==> src/verilog/amc_pkg.sv <==
// amc_pkg: constants and types for the converter mode control block.
// assumes: 32-bit apb, one core clock, word-aligned register indices.
`default_nettype none

package amc_pkg;

  localparam int AMC_ADDR_W = 12;
  localparam int AMC_IDX_W = 10;
  localparam int AMC_RES_W = 24;
  localparam int AMC_RES16_W = 16;
  localparam int AMC_SYNC_W = 1;

  // register indices, byte address is four times the index
  localparam logic [9:0] AMC_MODE_IDX_LO = 10'h038;
  localparam logic [9:0] AMC_MODE_IDX_HI = 10'h03F;
  localparam logic [9:0] AMC_STAT_IDX = 10'h040;

  // operating_mode_control field layout
  localparam int AMC_MODE_MSB = 7;
  localparam int AMC_MODE_LSB = 5;
  localparam int AMC_CLOCK_OUTPUT_DISABLE_BIT = 4;
  localparam int AMC_DUMP_BIT = 3;
  localparam int AMC_CONTRD_BIT = 2;
  localparam int AMC_WIDTH_BIT = 1;
  localparam int AMC_CLAMP_BIT = 0;
  localparam int AMC_CHAN_W = 3;
  localparam logic [7:0] AMC_MODE_RESET = 8'h00;

  // status register field layout
  localparam int AMC_ST_STATE_LSB = 0;
  localparam int AMC_ST_CHAN_LSB = 5;
  localparam int AMC_ST_RDYN_BIT = 8;
  localparam int AMC_ST_XTAL_BIT = 9;
  localparam int AMC_ST_CLKEN_BIT = 10;

  typedef enum logic [2:0] {
    AMC_MD_IDLE = 3'h0,
    AMC_MD_CONT = 3'h1,
    AMC_MD_SINGLE = 3'h2,
    AMC_MD_STBY = 3'h3,
    AMC_MD_SELFZ = 3'h4,
    AMC_MD_RSVD = 3'h5,
    AMC_MD_SYSZ = 3'h6,
    AMC_MD_SYSF = 3'h7
  } amc_mode_type;

  typedef enum logic [4:0] {
    AMC_ST_IDLE = 5'h01,
    AMC_ST_RUN = 5'h02,
    AMC_ST_ONE = 5'h04,
    AMC_ST_STBY = 5'h08,
    AMC_ST_CAL = 5'h10
  } amc_state_type;

endpackage : amc_pkg

`default_nettype wire

==> src/verilog/amc_pin_sync.sv <==
// amc_pin_sync: three-stage synchroniser for pin levels.
// assumes: input is asynchronous to core_clk_in; output moves once
// the second and third stages agree.
`default_nettype none

module amc_pin_sync
  import amc_pkg::*;
#(
  parameter int WIDTH = AMC_SYNC_W
) (
  input wire logic core_clk_in,
  input wire logic rst_n_in,
  input wire logic [WIDTH-1:0] pin_in,
  output logic [WIDTH-1:0] level_out
);

  logic [WIDTH-1:0] s1_ff;
  logic [WIDTH-1:0] s2_ff;
  logic [WIDTH-1:0] s3_ff;
  logic [WIDTH-1:0] lvl_ff;
  logic [WIDTH-1:0] nxt_lvl;

  genvar g;
  generate
    for (g = 0; g < WIDTH; g++) begin : g_bit
      assign nxt_lvl[g] = (s2_ff[g] == s3_ff[g]) ? s3_ff[g] : lvl_ff[g];
    end
  endgenerate

  always_ff @(posedge core_clk_in) begin
    if (!rst_n_in) begin
      s1_ff <= '0;
      s2_ff <= '0;
      s3_ff <= '0;
      lvl_ff <= '0;
    end else begin
      s1_ff <= pin_in;
      s2_ff <= s1_ff;
      s3_ff <= s2_ff;
      lvl_ff <= nxt_lvl;
    end
  end

  assign level_out = lvl_ff;

endmodule : amc_pin_sync

`default_nettype wire

==> src/verilog/amc_result_fmt.sv <==
// amc_result_fmt: shapes one channel result for the data registers.
// assumes: raw result with over/under range flags, same clock.
`default_nettype none

module amc_result_fmt
  import amc_pkg::*;
#(
  parameter int RES_W = AMC_RES_W,
  parameter int NARROW_W = AMC_RES16_W
) (
  input wire logic core_clk_in,
  input wire logic rst_n_in,
  input wire logic raw_valid_in,
  input wire logic [RES_W-1:0] raw_in,
  input wire logic over_in,
  input wire logic under_in,
  input wire logic clamp_in,
  input wire logic wide_in,
  output logic [RES_W-1:0] res_out,
  output logic valid_out
);

  logic [RES_W-1:0] res_ff;
  logic valid_ff;
  logic [RES_W-1:0] sat_val;
  logic [RES_W-1:0] nxt_res;

  assign sat_val = (clamp_in && over_in) ? {RES_W{1'b1}} :
                   (clamp_in && under_in) ? {RES_W{1'b0}} :
                   raw_in;
  // narrow results keep the upper bits, zero above
  assign nxt_res = wide_in ? sat_val :
                   {{(RES_W-NARROW_W){1'b0}}, sat_val[RES_W-1 -: NARROW_W]};

  always_ff @(posedge core_clk_in) begin
    if (!rst_n_in) begin
      res_ff <= '0;
      valid_ff <= 1'b0;
    end else begin
      valid_ff <= raw_valid_in;
      if (raw_valid_in) begin
        res_ff <= nxt_res;
      end
    end
  end

  assign res_out = res_ff;
  assign valid_out = valid_ff;

endmodule : amc_result_fmt

`default_nettype wire

==> src/verilog/amc_mode_ctrl.sv <==
// amc_mode_ctrl: operating mode register and mode sequencing of a
// multichannel sigma-delta converter, reached over apb.
// assumes: the conversion engine, status flags and data path sit
// outside and report completion with one-cycle pulses on this clock.
`default_nettype none

module amc_mode_ctrl
  import amc_pkg::*;
#(
  parameter int RES_W = AMC_RES_W
) (
  input wire logic core_clk_in,
  input wire logic rst_n_in,
  input wire logic [AMC_ADDR_W-1:0] paddr_in,
  input wire logic psel_in,
  input wire logic penable_in,
  input wire logic pwrite_in,
  input wire logic [31:0] pwdata_in,
  input wire logic [3:0] pstrb_in,
  output logic pready_out,
  output logic [31:0] prdata_out,
  output logic pslverr_out,
  input wire logic conv_done_in,
  input wire logic cal_done_in,
  input wire logic xtal_strap_in,
  input wire logic raw_valid_in,
  input wire logic [RES_W-1:0] raw_result_in,
  input wire logic over_in,
  input wire logic under_in,
  output logic [2:0] mode_select_bits_out,
  output logic [AMC_CHAN_W-1:0] channel_out,
  output logic op_start_out,
  output logic status_clear_out,
  output logic rdy_n_out,
  output logic standby_out,
  output logic calib_out,
  output logic conv_clk_en_out,
  output logic master_clock_output_pin_out,
  output logic master_clock_output_pin_oe_out,
  output logic combined_read_out,
  output logic continuous_read_enable_out,
  output logic width24_out,
  output logic [RES_W-1:0] result_out,
  output logic result_valid_out
);

  ////////////////////////////////////////////////////////////////////
  // register state

  logic [7:0] mode_reg_ff;
  logic [7:0] nxt_mode_reg;
  logic [AMC_CHAN_W-1:0] chan_ff;
  logic [AMC_CHAN_W-1:0] nxt_chan;
  amc_state_type state_ff;
  amc_state_type nxt_state;
  logic pready_ff;
  logic pslverr_ff;
  logic [31:0] prdata_ff;
  logic start_ff;
  logic clr_ff;
  logic rdy_n_ff;
  logic nxt_rdy_n;
  logic clk_en_ff;
  logic mclk_div_ff;
  logic mclk_oe_ff;
  logic combined_ff;
  logic standby_ff;
  logic calib_ff;
  logic xtal_lvl;

  ////////////////////////////////////////////////////////////////////
  // apb decode

  wire acc = psel_in && penable_in;
  wire acc_first = acc && !pready_ff;
  wire acc_done = acc && pready_ff;
  wire [AMC_IDX_W-1:0] idx = paddr_in[AMC_ADDR_W-1:2];
  wire aligned = (paddr_in[1:0] == 2'h0);
  wire hit_mode_wr = (idx >= AMC_MODE_IDX_LO) && (idx <= AMC_MODE_IDX_HI);
  wire hit_mode_rd = (idx == AMC_MODE_IDX_LO);
  wire hit_stat = (idx == AMC_STAT_IDX);
  wire wr_ok = aligned && hit_mode_wr;
  wire rd_ok = aligned && (hit_mode_rd || hit_stat);
  // refused accesses answer with pslverr and store nothing
  wire acc_bad = pwrite_in ? !wr_ok : !rd_ok;
  wire mode_wr = acc_done && pwrite_in && wr_ok && pstrb_in[0];

  ////////////////////////////////////////////////////////////////////
  // write data fields

  wire [2:0] wr_md_raw = pwdata_in[AMC_MODE_MSB:AMC_MODE_LSB];
  wire wr_rsvd = (wr_md_raw == AMC_MD_RSVD);
  wire [2:0] wr_md = wr_rsvd ? AMC_MD_IDLE : wr_md_raw;
  wire [4:0] wr_flags = pwdata_in[AMC_CLOCK_OUTPUT_DISABLE_BIT:AMC_CLAMP_BIT];
  wire [AMC_CHAN_W-1:0] wr_chan = idx[AMC_CHAN_W-1:0];

  ////////////////////////////////////////////////////////////////////
  // current field views

  wire [2:0] cur_md = mode_reg_ff[AMC_MODE_MSB:AMC_MODE_LSB];
  wire clock_output_disable = mode_reg_ff[AMC_CLOCK_OUTPUT_DISABLE_BIT];
  wire dump = mode_reg_ff[AMC_DUMP_BIT];
  wire continuous_read_enable = mode_reg_ff[AMC_CONTRD_BIT];
  wire wide = mode_reg_ff[AMC_WIDTH_BIT];
  wire clamp = mode_reg_ff[AMC_CLAMP_BIT];

  ////////////////////////////////////////////////////////////////////
  // completion events

  wire conv_state = (state_ff == AMC_ST_RUN) || (state_ff == AMC_ST_ONE);
  wire conv_evt = conv_done_in && conv_state && clk_en_ff;
  wire cal_evt = cal_done_in && (state_ff == AMC_ST_CAL) && clk_en_ff;
  wire one_shot_end = (conv_evt && state_ff == AMC_ST_ONE) || cal_evt;
  wire any_evt = conv_evt || cal_evt;

  ////////////////////////////////////////////////////////////////////
  // mode to state mapping

  function automatic amc_state_type md_to_state(input logic [2:0] md);
    amc_state_type st;
    st = AMC_ST_IDLE;
    unique case (md)
      AMC_MD_IDLE: st = AMC_ST_IDLE;
      AMC_MD_CONT: st = AMC_ST_RUN;
      AMC_MD_SINGLE: st = AMC_ST_ONE;
      AMC_MD_STBY: st = AMC_ST_STBY;
      AMC_MD_SELFZ: st = AMC_ST_CAL;
      AMC_MD_RSVD: st = AMC_ST_IDLE;
      AMC_MD_SYSZ: st = AMC_ST_CAL;
      AMC_MD_SYSF: st = AMC_ST_CAL;
    endcase
    return st;
  endfunction : md_to_state

  ////////////////////////////////////////////////////////////////////
  // next mode register, channel and state

  // a write in the same cycle as a completion wins: the completion
  // belongs to the operation that the write aborts
  always_comb begin
    nxt_mode_reg = mode_reg_ff;
    nxt_chan = chan_ff;
    nxt_state = state_ff;
    if (mode_wr) begin
      nxt_mode_reg = {wr_md, wr_flags};
      nxt_chan = wr_chan;
      nxt_state = md_to_state(wr_md);
    end else if (one_shot_end) begin
      nxt_mode_reg[AMC_MODE_MSB:AMC_MODE_LSB] = AMC_MD_IDLE;
      nxt_state = AMC_ST_IDLE;
    end
  end

  always_ff @(posedge core_clk_in) begin
    if (!rst_n_in) begin
      mode_reg_ff <= AMC_MODE_RESET;
      chan_ff <= '0;
      state_ff <= AMC_ST_IDLE;
    end else begin
      mode_reg_ff <= nxt_mode_reg;
      chan_ff <= nxt_chan;
      state_ff <= nxt_state;
    end
  end

  ////////////////////////////////////////////////////////////////////
  // state decode for the standby and calibration outputs

  // decoded from the next state so that the registered outputs move
  // on the same edge as the state itself
  wire nxt_standby = (nxt_state == AMC_ST_STBY);
  wire nxt_calib = (nxt_state == AMC_ST_CAL);

  always_ff @(posedge core_clk_in) begin
    if (!rst_n_in) begin
      standby_ff <= 1'b0;
      calib_ff <= 1'b0;
    end else begin
      standby_ff <= nxt_standby;
      calib_ff <= nxt_calib;
    end
  end

  ////////////////////////////////////////////////////////////////////
  // start, status clear and ready pin

  always_comb begin
    nxt_rdy_n = rdy_n_ff;
    if (mode_wr) begin
      nxt_rdy_n = 1'b1;
    end else if (any_evt) begin
      nxt_rdy_n = 1'b0;
    end
  end

  always_ff @(posedge core_clk_in) begin
    if (!rst_n_in) begin
      start_ff <= 1'b0;
      clr_ff <= 1'b0;
      rdy_n_ff <= 1'b1;
    end else begin
      start_ff <= mode_wr;
      clr_ff <= mode_wr;
      rdy_n_ff <= nxt_rdy_n;
    end
  end

  ////////////////////////////////////////////////////////////////////
  // clocking: output pin and conversion clock gate

  // the strap is a pin level from outside the core clock domain
  amc_pin_sync #(
    .WIDTH(AMC_SYNC_W)
  ) u_xtal_sync (
    .core_clk_in(core_clk_in),
    .rst_n_in(rst_n_in),
    .pin_in(xtal_strap_in),
    .level_out(xtal_lvl)
  );

  // a crystal needs the output pin driven to oscillate
  wire nxt_clk_en = !(clock_output_disable && xtal_lvl);

  always_ff @(posedge core_clk_in) begin
    if (!rst_n_in) begin
      clk_en_ff <= 1'b1;
      mclk_div_ff <= 1'b0;
      mclk_oe_ff <= 1'b1;
    end else begin
      clk_en_ff <= nxt_clk_en;
      mclk_oe_ff <= !clock_output_disable;
      if (nxt_clk_en) begin
        mclk_div_ff <= !mclk_div_ff;
      end
    end
  end

  ////////////////////////////////////////////////////////////////////
  // read format controls

  always_ff @(posedge core_clk_in) begin
    if (!rst_n_in) begin
      combined_ff <= 1'b0;
    end else begin
      combined_ff <= dump || continuous_read_enable;
    end
  end

  ////////////////////////////////////////////////////////////////////
  // apb answer, one wait state; the bus side never sees the
  // conversion clock gate, so access goes on while it is stopped

  wire [31:0] stat_word = {
    21'h00000,
    clk_en_ff,
    xtal_lvl,
    rdy_n_ff,
    chan_ff,
    state_ff
  };
  wire [31:0] mode_word = {24'h000000, mode_reg_ff};
  wire [31:0] rd_word = !rd_ok ? 32'h00000000 :
                        hit_stat ? stat_word : mode_word;

  always_ff @(posedge core_clk_in) begin
    if (!rst_n_in) begin
      pready_ff <= 1'b0;
      pslverr_ff <= 1'b0;
      prdata_ff <= '0;
    end else begin
      pready_ff <= acc_first;
      pslverr_ff <= acc_first && acc_bad;
      if (acc_first && !pwrite_in) begin
        prdata_ff <= rd_word;
      end
    end
  end

  ////////////////////////////////////////////////////////////////////
  // result shaping

  amc_result_fmt #(
    .RES_W(RES_W),
    .NARROW_W(AMC_RES16_W)
  ) u_fmt (
    .core_clk_in(core_clk_in),
    .rst_n_in(rst_n_in),
    .raw_valid_in(raw_valid_in),
    .raw_in(raw_result_in),
    .over_in(over_in),
    .under_in(under_in),
    .clamp_in(clamp),
    .wide_in(wide),
    .res_out(result_out),
    .valid_out(result_valid_out)
  );

  ////////////////////////////////////////////////////////////////////
  // outputs

  assign pready_out = pready_ff;
  assign pslverr_out = pslverr_ff;
  assign prdata_out = prdata_ff;
  assign mode_select_bits_out = cur_md;
  assign channel_out = chan_ff;
  assign op_start_out = start_ff;
  assign status_clear_out = clr_ff;
  assign rdy_n_out = rdy_n_ff;
  assign standby_out = standby_ff;
  assign calib_out = calib_ff;
  assign conv_clk_en_out = clk_en_ff;
  assign master_clock_output_pin_out = mclk_div_ff;
  assign master_clock_output_pin_oe_out = mclk_oe_ff;
  assign combined_read_out = combined_ff;
  assign continuous_read_enable_out = continuous_read_enable;
  assign width24_out = wide;

endmodule : amc_mode_ctrl

`default_nettype wire

==> config.mk <==
export PLATFORM = sky130hd
export DESIGN_NAME = amc_mode_ctrl
export DESIGN_NICKNAME = d
export VERILOG_FILES = /design/src/verilog/amc_pkg.sv /design/src/verilog/amc_pin_sync.sv /design/src/verilog/amc_result_fmt.sv /design/src/verilog/amc_mode_ctrl.sv
export SDC_FILE = /design/constraint.sdc
export NUM_CORES = 1
export LEC_CHECK = 0
export BUFFER_PORTS_ARGS = -buffer_cell sky130_fd_sc_hd__clkbuf_2
export CAP_MARGIN = 5
export CORE_ASPECT_RATIO = 1.2
export CORE_MARGIN = 1.5
export CORE_UTILIZATION = 45
export DETAILED_ROUTE_END_ITERATION = 12
export GPL_TIMING_DRIVEN = 0
export PLACE_DENSITY = 0.89
export SYNTH_ARGS = -nofsm -noshare
export SYNTH_HDL_FRONTEND = slang
export SYNTH_SLANG_ARGS = --single-unit
export TNS_END_PERCENT = 50
==> constraint.sdc <==
create_clock -name core_clk_in -period 2.3 [get_ports core_clk_in]
set_input_delay 0.115 -clock core_clk_in [delete_from_list [all_inputs] [get_ports core_clk_in]]
set_output_delay 0.115 -clock core_clk_in [all_outputs]
set_load 0.01 [all_outputs]
# Word-level counts from Yosys, hierarchy flattened
# Memory sizes are Yosys's and may differ from the RTL's.
# Index checks and enable logic that the tools add are counted.
# word_totals
reg_bits	87
mem_bits_ro	40
input_bits	83
output_inout_bits	76
wordCells	79
mem_count	1
# classes
magnitude_cmp	2
eq_ne	9
muxes	11
bitwise	1
reduce_logical	34
# memory_table
memory	depth	word_bits	rd	rd_ports_with_merged_regs	write_ports	line	source
(name not given)	8	5	1	0	0	amc_mode_ctrl.sv:122	unique case (md)
# op_table
cell	n
$mux W24	3
$mux W11	2
$logic_and A1 B1 Y1	19
$eq A10 B6 Y1 const B	1
$eq A10 B7 Y1 const B	1
$eq A5 B5 Y1 const B	2
$ge A10 B6 Y1 const B	1
$le A10 B6 Y1 const B	1
$mux W5	2
$mux W3	3
$logic_not A1 Y1	7
$eq A5 B2 Y1 const B	1
$eq A5 B3 Y1 const B	1
$eq A5 B4 Y1 const B	1
$logic_or A1 B1 Y1	5
$eq A3 B3 Y1 const B	1
$logic_not A2 Y1	1
$reduce_bool A2 Y1	1
$reduce_or A2 Y1	1
$eq A1 B1 Y1	1
$mux W1	1
$not A1 Y1	1

# Depth between registers and ports, before layout
# Gate-level depths: netlist of run 1.
# depth
depth_word	9
ltp_mapped	7
depth_no_buf	4

# Hierarchy
# From an unflattened synthesis of run 1, not the netlist that was laid out.
# hier_totals
hier_cells	340
area_unflattened_um2	3052.9
# by_module_without_submodules
module	n_inst	cells_per_inst	area_per_inst_um2
amc_mode_ctrl	1	196	1784.2
amc_result_fmt	1	134	1152.4
amc_pin_sync	1	10	116.4

# Least setup slack after synthesis of run 1
# OpenSTA, ideal clock, no wires.
# synth_path
path_kind	in2reg
start	input paddr_in[9]
end	register state_ff[2]
setup_time_ns	0.115
arrival_time_ns	1.553
required_time_ns	2.185
path_slack_ns	0.632
cell_stages	6
n_path_buf	2
path_cell_list	or3_4 buf_6 or4_4 buf_6 o311a_1 o21a_1
# synth_between
elab_chain_cells	6
elab_cells_between_ends	7
classes_between	2 x order compare; 1 x mux; 4 x reduce/logical
# synth_rtl
item	line	source
start: declaration	amc_mode_ctrl.sv:14	input wire logic [AMC_ADDR_W-1:0] paddr_in,
$ge A10 B6 Y1 or $le A10 B6 Y1 (tied branches)	amc_mode_ctrl.sv:79	wire hit_mode_wr = (idx >= AMC_MODE_IDX_LO) && (idx <= AMC_MODE_IDX_HI);
$logic_and A1 B1 Y1 (*)	amc_mode_ctrl.sv:79	
$logic_and A1 B1 Y1 (*)	amc_mode_ctrl.sv:82	wire wr_ok = aligned && hit_mode_wr;
$logic_and A1 B1 Y1 (*) (2 in series)	amc_mode_ctrl.sv:86	wire mode_wr = acc_done && pwrite_in && wr_ok && pstrb_in[0];
$mux W5 (*)	amc_mode_ctrl.sv:144	if (mode_wr) begin
end signal: assignment	amc_mode_ctrl.sv:162	state_ff <= nxt_state;
end: declaration	amc_mode_ctrl.sv:54	amc_state_type state_ff;
# Every way passes the cells marked *; elsewhere a longest branch is shown, timed or not.
# A chain may end at the register's enable or synchronous reset.

# Worst setup path after layout of run 1
# layout_path
start	register mode_reg_ff[1]
end	register u_fmt.res_ff[21], in the netlist u_fmt.res_out[21]
# layout_between
elab_chain_cells	1
# layout_rtl
item	line	source
start: declaration	amc_mode_ctrl.sv:50	logic [7:0] mode_reg_ff;
start signal: assignment	amc_mode_ctrl.sv:160	mode_reg_ff <= nxt_mode_reg;
$mux W24	amc_result_fmt.sv:32	assign nxt_res = wide_in ? sat_val :
end signal: assignment	amc_result_fmt.sv:42	res_ff <= nxt_res;
end: declaration	amc_result_fmt.sv:23	logic [RES_W-1:0] res_ff;
# No other way between the ends.

==> impl_metrics.tcl, run 1 <==
set metrics [dict create \
    first_pass_iters 4 \
    yosysUniqueCellTypes 46 \
    hold_path.class "in2reg" \
    grt.total_usage_pct 22.31 \
    num_antenna_cells 0 \
    clkSlewWorstSetupHoldPaths_ns 0.07 \
    setup-tns-final_ns 0 \
    met2_usage_pct 38.41 \
    synth_fa_ha_area_share_pct 0 \
    timing.final.ws_setup_ns 0.3498 \
    io_pins 159 \
    muxShareOfSynthArea_pct 8.525 \
    portBuffers 109 \
    synth_seq_cells 66 \
    place_congestion 0.8583 \
    fin_worst_skew_ns 0.005171 \
    overflow 0 \
    mostFrequentLayoutCells "109 x clkbuf_2, 66 x dfxtp_1, 51 x nand2_1" \
    areaGrowthSynthToFinish_pct 31.02 \
    fp.dieW_um 78.19 \
    max_slew.worst_pin.slew_ns 0.5904 \
    die_h_um 93.23 \
    ant_nets 0 \
    clockRootBuffer "clkbuf_8" \
    grt_pass1_wl_um 12660 \
    final.period_utilization_pct 84.79 \
    drive_gt1_share_pct 36.03 \
    max_cap_violations 0 \
    mostFrequentLayoutCell "clkbuf_2" \
    leakage_nw 1.873 \
    outcome "finished, final reports clean" \
    wirelength_um 7983 \
    grtUsageMet3_pct 6.829 \
    async_flop_share_pct 0 \
    post-place-cells 561 \
    rsz0062_at_grt "no" \
    cp.arrival_ns 2.23 \
    cts_resized 0 \
    seq_area_frac_synth_pct 43.28 \
    stdcell_count 579 \
    synth_cells 347 \
    cts_tree "built" \
    htree_levels 3 \
    start_util_pct 47.07 \
    synth_xor_area_share_pct 0.2869 \
    setup_viol 0 \
    fin_crit_ns 1.950 \
    grtUsageMet1_pct 25.15 \
    busiest_layer "met2" \
    post_dp_cell_area_um2 3780 \
    first_global_vias 2816 \
    antenna_found_initial 0 \
    grt_max_degree 11 \
    layout.area.seq_um2 1321 \
    fin_area_um2 4000 \
    fin_nets 573 \
    netlist_area_um2 3053 \
    coreArea_um2 6486 \
    power.density_nw_per_um2 588.1 \
    routedWlPerCell_um 13.79 \
    required_ns 2.58 \
    dr_total_vias 2942 \
    syn_avg_cell_area_um2 8.798 \
    clockBufferDepth 2 \
    rrSetupSlack_ns 0.35 \
    hpwl_um 6178 \
    drc 0 \
    ir_drop_uv 421.0 \
    post_cts_buffers 0 \
    fmax_mhz 512.8 \
    startpoint_type "flip-flop" \
    ys_warn_count 0 \
    hold_viol_final 0 \
    vias_per_cell 5.081 \
    fillers 553 \
    slew_headroom_pct 60.28 \
    synth_top_family_by_area "simple AND/OR/NAND/NOR gates" \
    synthSimpleGateAreaFrac_pct 18.40 \
    place_ws_ns 0.3244 \
    multi_input_area_um2 1469 \
    clock_sinks 66 \
    synth_compound_area_share_pct 18.32 \
    dieArea_um2 7290 \
    cp_max_fo 10 \
    worst-setup-path-type "reg2reg" \
    first_iter_violations 206 \
    cts-buffers-inserted 9 \
    insertion_delay_ns 0.33 \
    synth_edf_count 0 \
    rows 32 \
    cp-end-kind "flip-flop" \
    drv_slew 0 \
    synth-main-ff-cell "dfxtp_1" \
]
## kinds of logic after synthesis
| family | count (synthesis) |
|---|---|
| AND/OR/NAND/NOR | 102 |
| other | 1 |
| flip-flops | 66 |
| XOR/XNOR | 1 |
| buffers and inverters | 60 |
| AO/OA/AOI/OAI | 93 |
| multiplexers | 24 |
## registers in the layout, summed over array words and instances (netlist names)
signal                          cells
master_clock_output_pin_out         1
u_xtal_sync.s1_ff                   1
rdy_n_out                           1
u_xtal_sync.s3_ff                   1
master_clock_output_pin_oe_out      1
u_fmt.res_out                      24
u_fmt.valid_out                     1
u_xtal_sync.level_out               1
status_clear_out                    1
mode_reg_ff                         8
channel_out                         3
conv_clk_en_out                     1
calib_out                           1
pslverr_out                         1
state_ff                            5
standby_out                         1
u_xtal_sync.s2_ff                   1
combined_read_out                   1
pready_out                          1
prdata_out                         11
## metal layers
layer	vias to the layer above	share of wire [%]	wire, um
met5	-	0	0
li1	1450	-	-
met1	1302	39	3132
met2	166	49	3941
met3	24	8.9	710
met4	0	2.5	198
## power breakdown
part / internal [mW] / switching, mW
Sequential: 1.17 / 0.0127
Combinational: 0.118 / 0.132
Clock: 0.504 / 0.418
## worst max-delay path, cell delays in order (launching register included)
cell,delay [ns]
dfxtp_1,0.35
clkbuf_1,0.43
buf_1,0.48
nand2_1,0.31
o22ai_1,0.19
and2_1,0.14
## cell type report
cell class,instances,area share [%]
timing repair buffer,112,14.39
buffer,48,7.319
clock inverter,1,0.1877
clock buffer,14,4.567
sequential,66,33.03
multi-input combinational,241,36.72
tap,85,2.659
inverter,12,1.126
## path summary, 6_finish.rpt
| kind | start | endpoint | depth (start not counted) |
|---|---|---|---|
| hold reg to reg | u_xtal_sync.s1_ff | u_xtal_sync.s2_ff | 1 |
| setup reg to reg | mode_reg_ff[1] | u_fmt.res_out[21] | 5 |
| hold / removal | pwdata_in[1] | mode_reg_ff[1] | 3 |
| setup / recovery | mode_reg_ff[1] | u_fmt.res_out[21] | 5 |
## cell usage after synthesis, types with 8 or more instances
cell type	n	area share [%]
o22ai_1	8	1.6
clkbuf_1	17	2.1
inv_1	12	1.5
nand2_1	51	6.3
a21oi_1	28	4.6
mux2i_1	8	2.6
a21boi_1	9	2.2
o21ai_0	29	4.8
dfxtp_1	66	43
and2_1	14	2.9
buf_4	25	6.1
mux2_2	16	5.9
## per-stage QoR
stage / power (mW) / hold slack (ns) / util (%)
6_report: 2.353 / 0.02074 / 61.67
3_3_place_gp: 1.440 / 0.3262 / 58.28
3_5_place_dp: 1.446 / 0.3323 / 58.28
2_1_floorplan: 1.342 / 0.2423 / -
4_1_cts: 2.368 / 0.002427 / 61.67
5_1_grt: 2.448 / 0.01703 / 61.67
## repair_timing
| action | in CTS | in global routing |
|---|---|---|
| hold buffers | 3 | 0 |
| endpoints found under the setup margin | 0 | 0 |
| hold endpoints to repair | 3 | 0 |
Power figures use the tool's default switching activity.
==> run 2: changes to the inputs <==
Clock period 2.3 ns to 1.8 ns, I/O delays scaled along.
==> impl_metrics.tcl, run 2 (synthesis results as in run 1) <==
set metrics [dict create \
    dieArea_um2 7290 \
    place_congestion 0.8583 \
    power.density_nw_per_um2 740.9 \
    grt.total_usage_pct 22.59 \
    largest_register_ffs 24 \
    fin_util_pct 62.73 \
    hold_viol_final 0 \
    hold_path.class "in2reg" \
    coreArea_um2 6486 \
    clkSlewWorstSetupHoldPaths_ns 0.07 \
    grt_pass1_wl_um 12840 \
    die_h_um 93.23 \
    overflow 0 \
    outcome "finished, final reports clean" \
    setup_viol 0 \
    stdcell_count 584 \
    post_cts_buffers 0 \
    clockRootBuffer "clkbuf_8" \
    power.total_mw 3.015 \
    fin_worst_skew_ns 0.006359 \
    max_cap_violations 0 \
    htree_levels 3 \
    mostFrequentLayoutCell "clkbuf_2" \
    whs_ns 0.05466 \
    final.period_utilization_pct 96.40 \
    mostFrequentLayoutCells "110 x clkbuf_2, 63 x dfxtp_1, 51 x nand2_1" \
    leakage_nw 1.907 \
    ant_nets 0 \
    drive_gt1_share_pct 36.87 \
    rsz0062_at_grt "yes" \
    drc 0 \
    clockBufferDepth 2 \
    first_global_vias 2848 \
    rrSetupSlack_ns 0.06 \
    areaGrowthSynthToFinish_pct 33.28 \
    grt_max_degree 11 \
    dr_total_vias 3000 \
    worst-setup-path-type "reg2reg" \
    first_pass_iters 5 \
    crit_slowest_cell "or4_4" \
    portBuffers 109 \
    crit_chain "nand4_1 -> or4_4 -> buf_6 -> buf_2 -> nand2_1 -> a21boi_1" \
    critPathMaxStageDelay_ns 0.56 \
    start_util_pct 47.07 \
    setup-tns-final_ns 0 \
    post_dp_cell_area_um2 3780 \
    ir_drop_uv 538.0 \
    antenna_found_initial 0 \
    cp.arrival_ns 1.96 \
    slew_headroom_pct 61.01 \
    cp_max_fo 10 \
    insertion_delay_ns 0.33 \
    wirelength_um 8036 \
    cts-buffers-inserted 9 \
    routedWlPerCell_um 13.76 \
    required_ns 2.02 \
    drv_slew 0 \
    rows 32 \
    cts_tree "built" \
    startpoint_type "flip-flop" \
    hpwl_um 6178 \
    timing.final.ws_setup_ns 0.06483 \
    fp.dieW_um 78.19 \
    post-place-cells 561 \
    fin_nets 578 \
    max_slew.worst_pin.slew_ns 0.5796 \
    fin_area_um2 4069 \
    place_ws_ns -0.1756 \
    first_iter_violations 199 \
    num_antenna_cells 0 \
    fin_crit_ns 1.735 \
    cp-end-kind "flip-flop" \
    clock_sinks 66 \
    io_pins 159 \
    vias_per_cell 5.137 \
    fmax_mhz 576.3 \
]
[run 2: per-layer routing]
layer	GRT usage [%]	wire, um	share of wire, %
met5	0	0	0
met4	10.57	177	2.2
met3	7.122	676	8.4
met2	38.99	4071	51
met1	25.18	3111	39
[run 2: area by class of cell]
cell class / instances / area (um^2)
Fill cell: 541 / 2417
Multi-Input combinational cell: 241 / 1475
Sequential cell: 66 / 1325
Timing Repair Buffer: 118 / 635.6
Buffer: 47 / 291.5
Clock buffer: 14 / 182.7
Tap cell: 85 / 106.4
Inverter: 12 / 45.04
Clock inverter: 1 / 7.507
[run 2: timing repair]
item / 4_1_cts / 5_1_grt
endpoints found under the setup margin: 16 / 30
pin swaps: 0 / 0
hold endpoints to repair: 9 / 0
gates resized for setup: 4 / 5
hold buffers: 9 / 0
[run 2: final timing paths]
path,start,to,cells past startpoint
setup / recovery,pready_out,mode_reg_ff[0],6
hold / removal,pwdata_in[6],mode_reg_ff[6],3
setup reg to reg,pready_out,mode_reg_ff[0],6
hold reg to reg,u_xtal_sync.s1_ff,u_xtal_sync.s2_ff,1
[run 2: where the power goes]
part / switching [mW] / internal, mW
registers: 0.0164 / 1.49
logic: 0.170 / 0.160
clock network: 0.531 / 0.645
total: 0.718 / 2.30
[run 2: worst max-delay path, delay by kind of cell (launching register included)]
kind	cells	cell delay [ns]
simple gates	3	0.89
flops	1	0.35
buf+inv	2	0.33
compound gates	1	0.06
==> run 3: changes to the inputs <==
Settings changed: CORE_UTILIZATION 45 to 49, PLACE_DENSITY 0.89 to 0.95.
Clock period 1.8 ns to 2.2 ns, I/O delays scaled along.
==> impl_metrics.tcl, run 3 (synthesis results as in run 1) <==
set metrics [dict create \
    vias_per_cell 5.183 \
    max_cap_violations 0 \
    coreArea_um2 6012 \
    rsz0062_at_grt "no" \
    clock_sinks 66 \
    cellInternalPower_mw 1.961 \
    wirelength_um 8378 \
    insertion_delay_ns 0.34 \
    first_global_vias 2747 \
    dieArea_um2 6715 \
    fin_worst_skew_ns 0.008219 \
    htree_levels 3 \
    portBuffers 109 \
    cts_tree "built" \
    hold_path.class "in2reg" \
    rows 31 \
    post_dp_cell_area_um2 3776 \
    place_ws_ns 0.2038 \
    overflow 0 \
    cts-buffers-inserted 9 \
    first_pass_iters 4 \
    whs_ns 0.02261 \
    timing.final.ws_setup_ns 0.3467 \
    fin_area_um2 4041 \
    areaGrowthSynthToFinish_pct 32.38 \
    cp-end-kind "flip-flop" \
    grt.total_usage_pct 25.22 \
    num_antenna_cells 0 \
    setup-tns-final_ns 0 \
    cp.arrival_ns 2.06 \
    p_sw_share_pct 23.99 \
    drc 0 \
    startpoint_type "flip-flop" \
    clockBufferDepth 2 \
    fin_util_pct 67.22 \
    largest_register_ffs 24 \
    post_cts_buffers 0 \
    clockRootBuffer "clkbuf_8" \
    slew_headroom_pct 55.03 \
    setup_viol 0 \
    mostFrequentLayoutCells "110 x clkbuf_2, 66 x dfxtp_1, 51 x nand2_1" \
    start_util_pct 50.78 \
    dr_total_vias 3001 \
    ir_drop_uv 359.7 \
    outcome "finished, final reports clean" \
    leakage_nw 1.903 \
    fin_nets 575 \
    worst-setup-path-type "reg2reg" \
    required_ns 2.41 \
    io_pins 159 \
    fp.dieW_um 75.06 \
    clockPowerShare_pct 41.8 \
    power.total_mw 2.580 \
    stdcell_count 579 \
    die_h_um 89.47 \
    power.density_nw_per_um2 638.3 \
    switchingPower_uw 618.8 \
    hpwl_um 6331 \
    clkSlewWorstSetupHoldPaths_ns 0.08 \
    fin_crit_ns 1.853 \
    place_congestion 0.9090 \
    grt_pass1_wl_um 12710 \
    cp_max_fo 10 \
    drive_gt1_share_pct 36.42 \
    mostFrequentLayoutCell "clkbuf_2" \
    first_iter_violations 158 \
    routedWlPerCell_um 14.47 \
    hold_viol_final 0 \
    seqPwrFrac_pct 47.9 \
    post-place-cells 558 \
    antenna_found_initial 0 \
    drv_slew 0 \
    grt_max_degree 12 \
    ant_nets 0 \
    max_slew.worst_pin.slew_ns 0.6683 \
    p_comb_share_pct 10.3 \
    fmax_mhz 539.6 \
    final.period_utilization_pct 84.24 \
]
-- run 3: power by group through the flow --
stage	combinational (mW)	clock [mW]	sequential, mW
after floorplan	0.133	0	1.27
after global placement	0.243	0	1.26
after detailed placement	0.253	0	1.26
after CTS	0.262	1.09	1.23
after global routing	0.290	1.14	1.24
final	0.266	1.08	1.23
-- run 3: final timing paths --
| check | startpoint | endpoint | slack, ns | depth (start not counted) |
|---|---|---|---|---|
| min reg2reg | u_xtal_sync.s1_ff | u_xtal_sync.s2_ff | 0.44 | 1 |
| min | paddr_in[2] | channel_out[0] | 0.02 | 3 |
| max | mode_reg_ff[1] | u_fmt.res_out[10] | 0.35 | 5 |
| max reg2reg | mode_reg_ff[1] | u_fmt.res_out[10] | 0.35 | 5 |
-- run 3: cell type report --
| cell class | instances | area (um^2) |
|---|---|---|
| plain buffers | 48 | 294.0 |
| clock buffers | 12 | 165.2 |
| clock inverters | 4 | 48.80 |
| fillers | 483 | 1971 |
| inverters | 12 | 45.04 |
| multi-input cells | 241 | 1469 |
| flip-flops and latches | 66 | 1321 |
| well taps | 82 | 102.6 |
| repair buffers | 114 | 595.6 |
-- run 3: critical path: stages (launching register included) --
cell and delay, ns:
dfxtp_1 0.34, clkbuf_1 0.48, clkbuf_2 0.38, mux2_2 0.37, nand2_1 0.07, a21oi_1 0.08
-- run 3: timing repair --
| item | in CTS | in global routing |
|---|---|---|
| endpoints found under the hold margin | 5 | 0 |
| gates resized for setup | 0 | 1 |
| setup endpoints to repair | 0 | 7 |
| hold buffers | 5 | 0 |
-- run 3: layer usage --
layer	up-vias	wire (um)	GRT usage, %	share of wire, %
li1	1459	-	-	-
met1	1361	3357	27.82	40
met5	-	0	0	0
met3	25	545	5.524	6.5
met4	0	286	14.55	3.4
met2	156	4188	44.01	50
